$ cat src/hdl/sram_ctl_defines.svh
// Timing counts and widths for the 16K x 1 static memory controller
`ifndef SRAM_CTL_DEFINES_SVH
`define SRAM_CTL_DEFINES_SVH
`define CLK_PERIOD_NS      25
`define ADDR_W             14
`define MEM_WORDS          16384
`define TWLWH_NS           45
`define TDVWH_NS           35
`define TAVQV_NS           85
`define TWLQZ_NS           30
`define TEHQZ_NS           30
`define TRETURN_NS         55
`define SETTLE_NS          15
`define CYC_MIN(ns) (((ns) + `CLK_PERIOD_NS - 1) / `CLK_PERIOD_NS)
`define STROBE_CYC  (`CYC_MIN(`TWLWH_NS))
`define ACCESS_CYC  (`CYC_MIN(`TAVQV_NS) + 1)
`define RETURN_CYC  (`CYC_MIN(`TRETURN_NS) + 1)
`define SETTLE_CYC  (`CYC_MIN(`SETTLE_NS))
`define CNT_W              4
`endif

$ cat src/hdl/sram_ctl_pkg.sv
// Types shared by the memory controller modules
package sram_ctl_pkg;
  typedef enum logic [1:0] {OP_READ, OP_LATE_WR, OP_EARLY_WR} op_t;
  typedef enum logic [2:0] {
    ST_IDLE, ST_SETUP, ST_STROBE, ST_RELEASE, ST_HOLD, ST_RETAIN, ST_WAKE
  } state_t;
endpackage

$ cat src/hdl/pin_drv_if.sv
// Pin bundle between sequencer and pin register stage
`timescale 1ns/10ps
interface pin_drv_if;
  logic [13:0] addr;
  logic        sel_n;
  logic        wr_n;
  logic        din;
  modport src (output addr, sel_n, wr_n, din);
  modport dst (input  addr, sel_n, wr_n, din);
endinterface

$ cat src/hdl/sram_ctl.sv
// Host-side controller driving a 16K x 1 asynchronous static memory
`timescale 1ns/10ps
`include "sram_ctl_defines.svh"
// How it works
// [RL1] Word select is 14 bits wide, so the host reaches 16384 one-bit words.
// [RL2] The memory has no clock, so every access is sequenced by pin levels.
// [RL3] Write strobe stays high through every read and data in is not used.
// [RL4] Select-controlled reads set the word select before select falls.
// [RL5] Address-controlled reads keep select steady while the address moves.
// [RL6] Late writes raise the write strobe first, address steady meanwhile.
// [RL7] Early writes raise select before the write strobe.
// [RL8] Early writes lower the strobe ahead of select, so output stays off.
// [RL9] Select high is standby and the memory output is then undriven.
// [RL10] During retention select is held high and nothing is started.
// [RL11] After retention the host waits over 55 ns before any access.
// [RL12] The data bit held when the first strobe rises is what is stored.
// [RL13] Read data is sampled only while select is low and strobe high.
module sram_ctl
  import sram_ctl_pkg::*;
#(
  parameter int ADDR_W = `ADDR_W
) (
  input  wire logic              CLK,
  input  wire logic              RSTN,
  input  wire logic              REQ_VALID,
  output logic                   REQ_READY,
  input  wire sram_ctl_pkg::op_t REQ_OP,
  input  wire logic [ADDR_W-1:0] REQ_ADDR,
  input  wire logic              REQ_DATA,
  input  wire logic              REQ_HOLD_SEL,
  output logic                   RSP_VALID,
  output logic                   RSP_DATA,
  input  wire logic              RETAIN_REQ,
  output logic                   RETAIN_ACTIVE,
  output logic [ADDR_W-1:0]      MEM_WORD_SELECT,
  output logic                   MEM_SEL_N,
  output logic                   MEM_WR_N,
  output logic                   MEM_DIN,
  input  wire logic              MEM_DOUT
);
  import sram_ctl_pkg::*;

  localparam logic [`CNT_W-1:0] STROBE_N = `CNT_W'(`STROBE_CYC);
  localparam logic [`CNT_W-1:0] ACCESS_N = `CNT_W'(`ACCESS_CYC);
  localparam logic [`CNT_W-1:0] RETURN_N = `CNT_W'(`RETURN_CYC);
  localparam logic [`CNT_W-1:0] SETTLE_N = `CNT_W'(`SETTLE_CYC);

  // Sequencer state and the registered pin copies
  state_t            st_r, st_nxt;
  op_t               op_r, op_nxt;
  logic [`CNT_W-1:0] cnt_r, cnt_nxt;
  logic              keep_r, keep_nxt;
  logic              rsp_v_r, rsp_v_nxt;
  logic              rsp_d_r, rsp_d_nxt;
  logic [13:0]       addr_q;
  logic              sel_q;
  logic              wr_q;
  logic              din_q;

  pin_drv_if pins ();

  // Registered pins keep strobes glitch-free toward the memory
  pin_reg u_pins (
    .clk     (CLK),
    .rst_n   (RSTN),
    .nxt     (pins),
    .addr_r  (addr_q),
    .sel_n_r (sel_q),
    .wr_n_r  (wr_q),
    .din_r   (din_q)
  );

  // Pins and answer come straight from flip-flops
  assign MEM_WORD_SELECT = addr_q[ADDR_W-1:0]; // RL1
  assign MEM_SEL_N       = sel_q;
  assign MEM_WR_N        = wr_q;
  assign MEM_DIN         = din_q;
  assign RSP_VALID       = rsp_v_r;
  assign RSP_DATA        = rsp_d_r;
  assign RETAIN_ACTIVE   = (st_r == ST_RETAIN);
  // A write behind a held select waits one clock for select to rise
  assign REQ_READY       = (st_r == ST_IDLE) && !RETAIN_REQ &&
                           !(keep_r && (REQ_OP != OP_READ));

  // Sequencer: all pin edges are spaced in whole clocks
  always_comb begin
    st_nxt     = st_r;
    op_nxt     = op_r;
    cnt_nxt    = cnt_r;
    keep_nxt   = keep_r;
    pins.addr  = addr_q;
    pins.sel_n = sel_q;
    pins.wr_n  = wr_q;
    pins.din   = din_q;
    unique case (st_r)
      ST_IDLE: begin
        // Select stays low here only behind an address-controlled read
        pins.wr_n = 1'b1; // RL3
        if (!keep_r)
          pins.sel_n = 1'b1; // RL9
        if (RETAIN_REQ) begin
          pins.sel_n = 1'b1; // RL10
          keep_nxt   = 1'b0;
          st_nxt     = ST_RETAIN;
        end else if (REQ_VALID && keep_r && (REQ_OP != OP_READ)) begin
          // Raise the held select a clock ahead of a write, so the word
          // select never moves while select and write strobe are both low
          pins.sel_n = 1'b1; // RL6
          keep_nxt   = 1'b0;
        end else if (REQ_VALID) begin
          op_nxt    = REQ_OP;
          pins.addr = 14'(REQ_ADDR); // RL4
          pins.din  = REQ_DATA;
          cnt_nxt   = SETTLE_N;
          keep_nxt  = (REQ_OP == OP_READ) && REQ_HOLD_SEL;
          // Early write drops strobe before select
          if (REQ_OP == OP_EARLY_WR)
            pins.wr_n = 1'b0; // RL8
          st_nxt = ST_SETUP;
        end
      end
      ST_SETUP: begin
        // Address settled a full clock before select falls
        cnt_nxt = cnt_r - `CNT_W'(1);
        if (cnt_r <= `CNT_W'(1)) begin
          pins.sel_n = 1'b0; // RL4
          if (op_r == OP_LATE_WR)
            pins.wr_n = 1'b0; // RL6
          cnt_nxt = (op_r == OP_READ) ? ACCESS_N : STROBE_N;
          st_nxt  = ST_STROBE;
        end
      end
      ST_STROBE: begin
        // Address never moves during the strobe state, where select is low
        cnt_nxt = cnt_r - `CNT_W'(1);
        if (cnt_r <= `CNT_W'(1)) begin
          unique case (op_r)
            OP_READ: begin
              if (!keep_r)
                pins.sel_n = 1'b1; // RL5
              st_nxt = keep_r ? ST_IDLE : ST_HOLD;
            end
            OP_LATE_WR: begin
              pins.wr_n = 1'b1; // RL6 RL12
              st_nxt    = ST_RELEASE;
            end
            OP_EARLY_WR: begin
              pins.sel_n = 1'b1; // RL7 RL12
              st_nxt     = ST_RELEASE;
            end
            default: st_nxt = ST_HOLD;
          endcase
        end
      end
      ST_RELEASE: begin
        // Second strobe rises one clock after the first
        pins.sel_n = 1'b1;
        pins.wr_n  = 1'b1;
        st_nxt     = ST_HOLD;
      end
      ST_HOLD: begin
        // One idle clock covers output turn-off time
        st_nxt = ST_IDLE;
      end
      ST_RETAIN: begin
        // Select held high until the retention request drops
        pins.sel_n = 1'b1; // RL10
        pins.wr_n  = 1'b1;
        if (!RETAIN_REQ) begin
          cnt_nxt = RETURN_N;
          st_nxt  = ST_WAKE;
        end
      end
      ST_WAKE: begin
        // Wait counts from release of retention request
        cnt_nxt = cnt_r - `CNT_W'(1);
        if (cnt_r <= `CNT_W'(1))
          st_nxt = ST_IDLE; // RL11
      end
      default: st_nxt = ST_IDLE;
    endcase
  end

  // Read answer: valid for one clock, data kept until the next read
  always_comb begin
    rsp_v_nxt = 1'b0;
    rsp_d_nxt = rsp_d_r;
    // Sampled on the last access clock, select low and strobe high
    if ((st_r == ST_STROBE) && (op_r == OP_READ) &&
        (cnt_r <= `CNT_W'(1))) begin
      rsp_v_nxt = 1'b1;
      rsp_d_nxt = MEM_DOUT; // RL13
    end
  end

  // Sequencer state registers
  always_ff @(posedge CLK) begin
    if (!RSTN) begin
      st_r    <= ST_IDLE;
      op_r    <= OP_READ;
      cnt_r   <= '0;
      keep_r  <= 1'b0;
    end else begin
      st_r    <= st_nxt;
      op_r    <= op_nxt;
      cnt_r   <= cnt_nxt;
      keep_r  <= keep_nxt;
    end
  end

  // Answer registers
  always_ff @(posedge CLK) begin
    if (!RSTN) begin
      rsp_v_r <= 1'b0;
      rsp_d_r <= 1'b0;
    end else begin
      rsp_v_r <= rsp_v_nxt;
      rsp_d_r <= rsp_d_nxt;
    end
  end
endmodule

$ cat src/hdl/pin_reg.sv
// Output flip-flops that drive the memory pins
`timescale 1ns/10ps
module pin_reg (
  input  wire logic        clk,
  input  wire logic        rst_n,
  pin_drv_if.dst           nxt,
  output logic [13:0]      addr_r,
  output logic             sel_n_r,
  output logic             wr_n_r,
  output logic             din_r
);
  // Pins idle deselected and read-safe out of reset
  always_ff @(posedge clk) begin
    if (!rst_n) begin
      addr_r  <= 14'h0000;
      sel_n_r <= 1'b1;
      wr_n_r  <= 1'b1;
      din_r   <= 1'b0;
    end else begin
      addr_r  <= nxt.addr;
      sel_n_r <= nxt.sel_n;
      wr_n_r  <= nxt.wr_n;
      din_r   <= nxt.din;
    end
  end
endmodule

$ cat config.mk
export PLATFORM = sky130hd
export DESIGN_NAME = sram_ctl
export DESIGN_NICKNAME = d
export VERILOG_FILES = /design/src/hdl/sram_ctl_pkg.sv /design/src/hdl/pin_drv_if.sv /design/src/hdl/sram_ctl.sv /design/src/hdl/pin_reg.sv
export VERILOG_INCLUDE_DIRS = /design/src /design/src/hdl
export SDC_FILE = /design/constraint.sdc
export NUM_CORES = 1
export LEC_CHECK = 0
export BUFFER_PORTS_ARGS = -buffer_cell sky130_fd_sc_hd__buf_2
export CELL_PAD_IN_SITES_DETAIL_PLACEMENT = 1
export CELL_PAD_IN_SITES_GLOBAL_PLACEMENT = 1
export CORE_ASPECT_RATIO = 0.75
export CORE_UTILIZATION = 25
export CTS_CLUSTER_DIAMETER = 150
export DETAILED_ROUTE_END_ITERATION = 8
export GPL_ROUTABILITY_DRIVEN = 0
export GPL_TIMING_DRIVEN = 0
export PLACE_DENSITY = 0.58
export SLEW_MARGIN = 25
export SYNTH_ARGS = -nofsm -noshare
export SYNTH_HDL_FRONTEND = slang
export SYNTH_SLANG_ARGS = --single-unit
$ cat constraint.sdc
create_clock -name CLK -period 4.5 [get_ports CLK]
set_input_delay 0.675 -clock CLK [delete_from_list [all_inputs] [get_ports CLK]]
set_output_delay 0.675 -clock CLK [all_outputs]
set_load 0.005 [all_outputs]
# Yosys cells after proc, flatten, opt, wreduce, memory -nomap -nowiden
# Cells that the tools add are included.
[op_classes]
add_sub_neg = 1
n_lt_le_gt_ge = 1
n_mux = 37
n_bitwise = 2
eq_ne = 20
reduce_logical = 26
[op_table]
columns = ["cell", "n"]
rows = [
  ["$mux W3", 9],
  ["$mux W4", 5],
  ["$ne A2 B2 Y1 const B", 9],
  ["$pmux W3 S6", 1],
  ["$mux W1", 17],
  ["$pmux W4 S4", 1],
  ["$reduce_and A5 Y1", 2],
  ["$logic_and A1 B1 Y1", 8],
  ["$pmux W1 S4", 2],
  ["$reduce_and A4 Y1", 2],
  ["$reduce_bool A4 Y1", 2],
  ["$eq A3 B2 Y1 const B", 2],
  ["$eq A3 B3 Y1 const B", 2],
  ["$ne A3 B3 Y1 const B", 2],
  ["$pmux W3 S2", 1],
  ["$reduce_and A6 Y1", 1],
  ["$reduce_or A2 Y1", 3],
  ["$eq A2 B2 Y1 const B", 2],
  ["$le A4 B1 Y1 const B", 1],
  ["$logic_not A2 Y1", 2],
  ["$sub A4 B1 Y4 const B", 1],
  ["$eq A3 B1 Y1 const B", 1],
  ["$logic_not A3 Y1", 1],
  ["$ne A3 B2 Y1 const B", 1],
  ["7 further kinds", 9],
]
[totals]
input_bits = 23
elab_cells = 97
out_inout_bits = 21
ff_bits = 29

# Longest topological paths before layout
[depth]
ltp_word = 6
ltp_mapped = 7
ltp_nobuf = 6

# Hierarchy
# A second synthesis with hierarchy kept.
[hier_totals]
cells_unflattened = 177
area_unflattened_um2 = 1672.9
[modules_own_cells]
columns = ["mod", "instances", "area_per_inst_um2", "cells_each", "seq_area_each_um2"]
rows = [
  ["sram_ctl", 1, 1201.2, 142, 240.2],
  ["pin_reg", 1, 471.7, 35, 340.3],
]

# Worst setup path after synthesis
# OpenSTA, ideal clock, no wires.
[synth_timing]
kind = "input to output"
from = "in REQ_OP[1]"
to = "out REQ_READY"
required_ns = 3.825
t_arrival_ns = 1.052
slack_ns = 2.773
stages = 2
n_path_buf = 0
path_cell_list = "o21ai_2 and3b_2"
[synth_between]
elab_chain_cells = 4
[synth_lines]
columns = ["element", "line", "rtl"]
rows = [
  ["start: declaration", "sram_ctl.sv:27", "input wire sram_ctl_pkg::op_t REQ_OP,"],
  ["$reduce_bool A2 Y1", "sram_ctl.sv:83", "!(keep_r && (REQ_OP != OP_READ));"],
  ["$logic_and A1 B1 Y1", "sram_ctl.sv:83", ""],
  ["$logic_not A1 Y1", "sram_ctl.sv:83", ""],
  ["$logic_and A1 B1 Y1", "sram_ctl.sv:82", "assign REQ_READY = (st_r == ST_IDLE) && !RETAIN_REQ &&"],
  ["end: declaration", "sram_ctl.sv:26", "output logic REQ_READY,"],
]
# Every way passes these cells.

# Worst setup path after layout
[layout_timing]
from = "reg cnt_r[0]"
to = "reg cnt_r[2]"
[layout_between]
elab_chain_cells = 3
word_cells_on_any_way = 4
classes_between = "1 x add/sub; 1 x order compare; 2 x mux"
[layout_lines]
columns = ["element", "line", "rtl"]
rows = [
  ["start: declaration", "sram_ctl.sv:51", "logic [`CNT_W-1:0] cnt_r, cnt_nxt;"],
  ["start signal: assignment", "sram_ctl.sv:206", "cnt_r <= cnt_nxt;"],
  ["$sub A4 B1 Y4 or $le A4 B1 Y1 (tied branches)", "--", ""],
  ["$mux W4", "sram_ctl.sv:125", "if (cnt_r <= `CNT_W'(1)) begin"],
  ["$pmux W4 S4 (*)", "sram_ctl.sv:95", "unique case (st_r)"],
]
# Every way passes the cells marked *; elsewhere a longest branch is shown, timed or not.
# A chain may end at the register's enable or synchronous reset.

==> results.py <==
metrics = {
    "layout": {
        "n_antenna_cell": 0,
        "seqCellArea_um2": 580.6,
        "syn_to_final_growth_pct": 24.71,
        "layout-drive-gt1-share": 0.3043,
        "multiInputGateArea_um2": 914.6,
        "fin_nets": 257,
        "fillCellCount": 765,
    },
    "die": {
        "dieArea_um2": 6851,
        "die_y_um": 71.94,
        "start_util": 0.2593,
        "num_io_pins": 44,
        "placeableCoreArea_um2": 6287,
        "die_x_um": 95.25,
        "rows": 25,
    },
    "setup_path": {
        "cp_max_fo": 7,
        "criticalPathCategory": "reg2reg",
        "worst_ep_arrival_time_ns": 2.26,
        "crit_buf_inv": 1,
        "r2r_slack_ns": 2.39,
        "reg2reg_from": "cnt_r[0]",
        "path_delay_family": "compound AO/OA/AOI/OAI gates",
        "crit_path_top_delay_cell": "o21bai_1",
        "r2r-end": "cnt_r[2]",
        "end_kind": "flip-flop",
        "reg2reg_depth": 6,
        "cp_cell_sequence": "inv_1 > ha_1 > o21bai_1 > nor3_1 > o41ai_1 > a31oi_1",
        "startpoint": "cnt_r[0]",
        "max_stage_delay_ns": 0.54,
        "cp-start-kind": "flip-flop",
        "crit_required_ns": 4.65,
    },
    "clock_tree": {
        "cts.reportedPaths.clkPinSlew_ns": 0.07,
        "clock_latency_ns": 0.28,
        "hold_buffers": 0,
        "cts_buffers": 5,
        "cts_max_path_buffers": 2,
        "cts-root-buf": "clkbuf_8",
        "cts_tree": "done",
        "cts_htree_levels": 2,
        "post_cts_buffers": 0,
        "cts.sinks": 29,
        "cts_resized": 0,
    },
    "drt": {
        "num_vias": 1459,
        "via_per_inst": 4.691,
        "dr.pass1.iters": 6,
        "wirelength_mm": 4.520,
        "drt_iter0_drc": 40,
        "wl_per_cell_um": 14.53,
        "ant_nets": 0,
        "drc": 0,
    },
    "sta": {
        "report.final.slew_viol_count": 0,
        "worst_pin_slew_ns": 0.6851,
        "setup_tns_ns": 0,
        "holdWs_ns": 0.4897,
        "fmax_ghz": 0.4733,
        "max-slew-margin-rel": 0.5402,
        "rsz0062_at_grt": "no",
        "finalSetupViolations": 0,
        "finalCritPeriodShare": 0.4695,
        "skew_ns": 0.008381,
        "hold_viol": 0,
        "timing.final.crit_period_ns": 2.113,
        "fin_ws_ns": 2.387,
    },
    "worst_hold_path": {
        "hold_class": "reg2reg",
        "hold_path_end": "u_pins.addr_r[8]",
        "min_from": "u_pins.addr_r[8]",
        "hold_depth": 2,
    },
    "global_routing": {
        "overflow": 0,
        "grt_max_degree": 11,
        "grt_pass1_vias": 1461,
        "grt_usage": 0.1359,
        "antenna_found_initial": 0,
        "grt_pass1_wl_mm": 7.176,
    },
    "yosys": {
        "synth_warnings": 0,
        "ys_types": 54,
        "synth_nets": 207,
        "async_flop_share": 0,
        "synth_ff_type": "dfxtp_1",
        "netlist_instances": 179,
        "synth_seq_cells": 29,
        "synth_enable_flop_cells": 0,
        "syn_area_um2": 1630,
        "seq_area_frac_synth": 0.3561,
        "synth_area_per_cell_um2": 9.108,
    },
    "placed_design": {
        "place_ws_ns": 2.413,
        "io_buffers": 43,
        "dp_hpwl_mm": 3.387,
    },
    "power_and_ir_drop": {
        "power_density_nw_per_um2": 582.1,
        "ir_worst_vdd_uv": 150.2,
        "p_leak_nw": 0.9722,
    },
    "run": {
        "cap_violations": 0,
    },
    "status": {
        "status": "completed",
    },
}
[worst max path at each step]
| stage | endpoint | slack [ns] | cells past startpoint |
|---|---|---|---|
| floorplan | REQ_READY | 2.77 | 2 |
| global placement | cnt_r[0] | 2.41 | 5 |
| detailed placement | cnt_r[0] | 2.41 | 5 |
| CTS | cnt_r[2] | 2.42 | 6 |
| global route | cnt_r[2] | 2.24 | 6 |
| finish | cnt_r[2] | 2.39 | 6 |
[worst reg2reg max path: stages, from the launching register on]
cell      delay, ns
dfxtp_1        0.39
inv_1          0.10
ha_1           0.24
o21bai_1       0.54
nor3_1         0.13
o41ai_1        0.45
a31oi_1        0.13
[registers in the layout (all words and copies together) (netlist names)]
| signal | flops |
|---|---|
| u_pins.addr_r | 14 |
| cnt_r | 4 |
| st_r | 3 |
| op_r | 2 |
| RSP_DATA | 1 |
| RSP_VALID | 1 |
| keep_r | 1 |
| u_pins.din_r | 1 |
| u_pins.sel_n_r | 1 |
| u_pins.wr_n_r | 1 |
[Yosys cell counts, types with 2 or more instances]
| library cell | instances | share of area |
|---|---|---|
| nor2b_1 | 4 | 0.015 |
| mux2i_1 | 20 | 0.12 |
| nand2_1 | 3 | 0.0069 |
| o21a_1 | 2 | 0.0092 |
| ha_1 | 5 | 0.038 |
| nor3b_1 | 2 | 0.0092 |
| clkinv_1 | 2 | 0.0046 |
| a31oi_1 | 4 | 0.015 |
| a31o_2 | 2 | 0.011 |
| nand4_1 | 2 | 0.0077 |
| clkbuf_1 | 3 | 0.0069 |
| buf_6 | 4 | 0.028 |
| inv_1 | 9 | 0.021 |
| buf_2 | 2 | 0.0061 |
| dfxtp_1 | 29 | 0.36 |
| nand2b_1 | 3 | 0.012 |
| nand3_1 | 2 | 0.0061 |
| o2111ai_1 | 2 | 0.011 |
| a211oi_1 | 2 | 0.0092 |
| o21ai_0 | 8 | 0.025 |
| a21oi_1 | 4 | 0.012 |
| nor2_1 | 28 | 0.064 |
| nor3_1 | 4 | 0.012 |
| o31ai_1 | 2 | 0.0092 |
| a21o_1 | 2 | 0.0092 |
[kinds of logic after synthesis]
kind of cell / synth area share
flip-flops: 0.3561
AND/OR/NAND/NOR: 0.2011
adder cells (fa/ha/maj): 0.03837
buffers and inverters: 0.08289
AO/OA/AOI/OAI: 0.1988
multiplexers: 0.1228
[layer usage]
layer	share of wire	global-route usage
met1	0.54	0.2008
met2	0.41	0.1976
met3	0.037	0.03354
met4	0.0062	0.03030
met5	0	0
[final cells by class]
class                   count  area share
multi-input cells         128      0.4498
clock buffers               5     0.03385
clock inverters             3    0.008615
repair buffers             43      0.1058
flip-flops and latches     29      0.2855
inverters                  11     0.02031
well taps                  81     0.04985
plain buffers              11     0.04615
[power breakdown]
group | switching (W) | internal (W)
Clock | 0.000107 | 0.000107
Combinational | 0.000344 | 0.000274
Sequential | 0.0000406 | 0.000312
[cell usage in the layout (no fill, tap or decap), types with 2 or more instances in the layout]
cell type and count:
buf_2 45, dfxtp_1 29, nor2_1 28, mux2i_1 20
inv_1 9, o21ai_0 8, ha_1 5, clkbuf_8 5
buf_6 4, a21oi_1 4, nor2b_1 4, nor3_1 4
a31oi_1 4, clkbuf_1 3, nand2b_1 3, nand2_1 3
clkinv_1 2, nand4_1 2, a211oi_1 2, o31ai_1 2
a31o_2 2, o21a_1 2, nor3b_1 2, o2111ai_1 2
a21o_1 2, nand3_1 2, clkinv_2 2
[through the flow]
| stage | instances | power, W | cell area [µm²] | utilization |
|---|---|---|---|---|
| floorplan | 179 | 0.0008029 | 1630 | - |
| global placement | 303 | 0.0009674 | 1947 | 0.3097 |
| detailed placement | 303 | 0.0009703 | 1947 | 0.3097 |
| CTS | 311 | 0.001190 | 2033 | 0.3234 |
| global route | 311 | 0.001272 | 2033 | 0.3234 |
| finish | 311 | 0.001183 | 2033 | 0.3234 |
(Power assumes the default switching activity.)
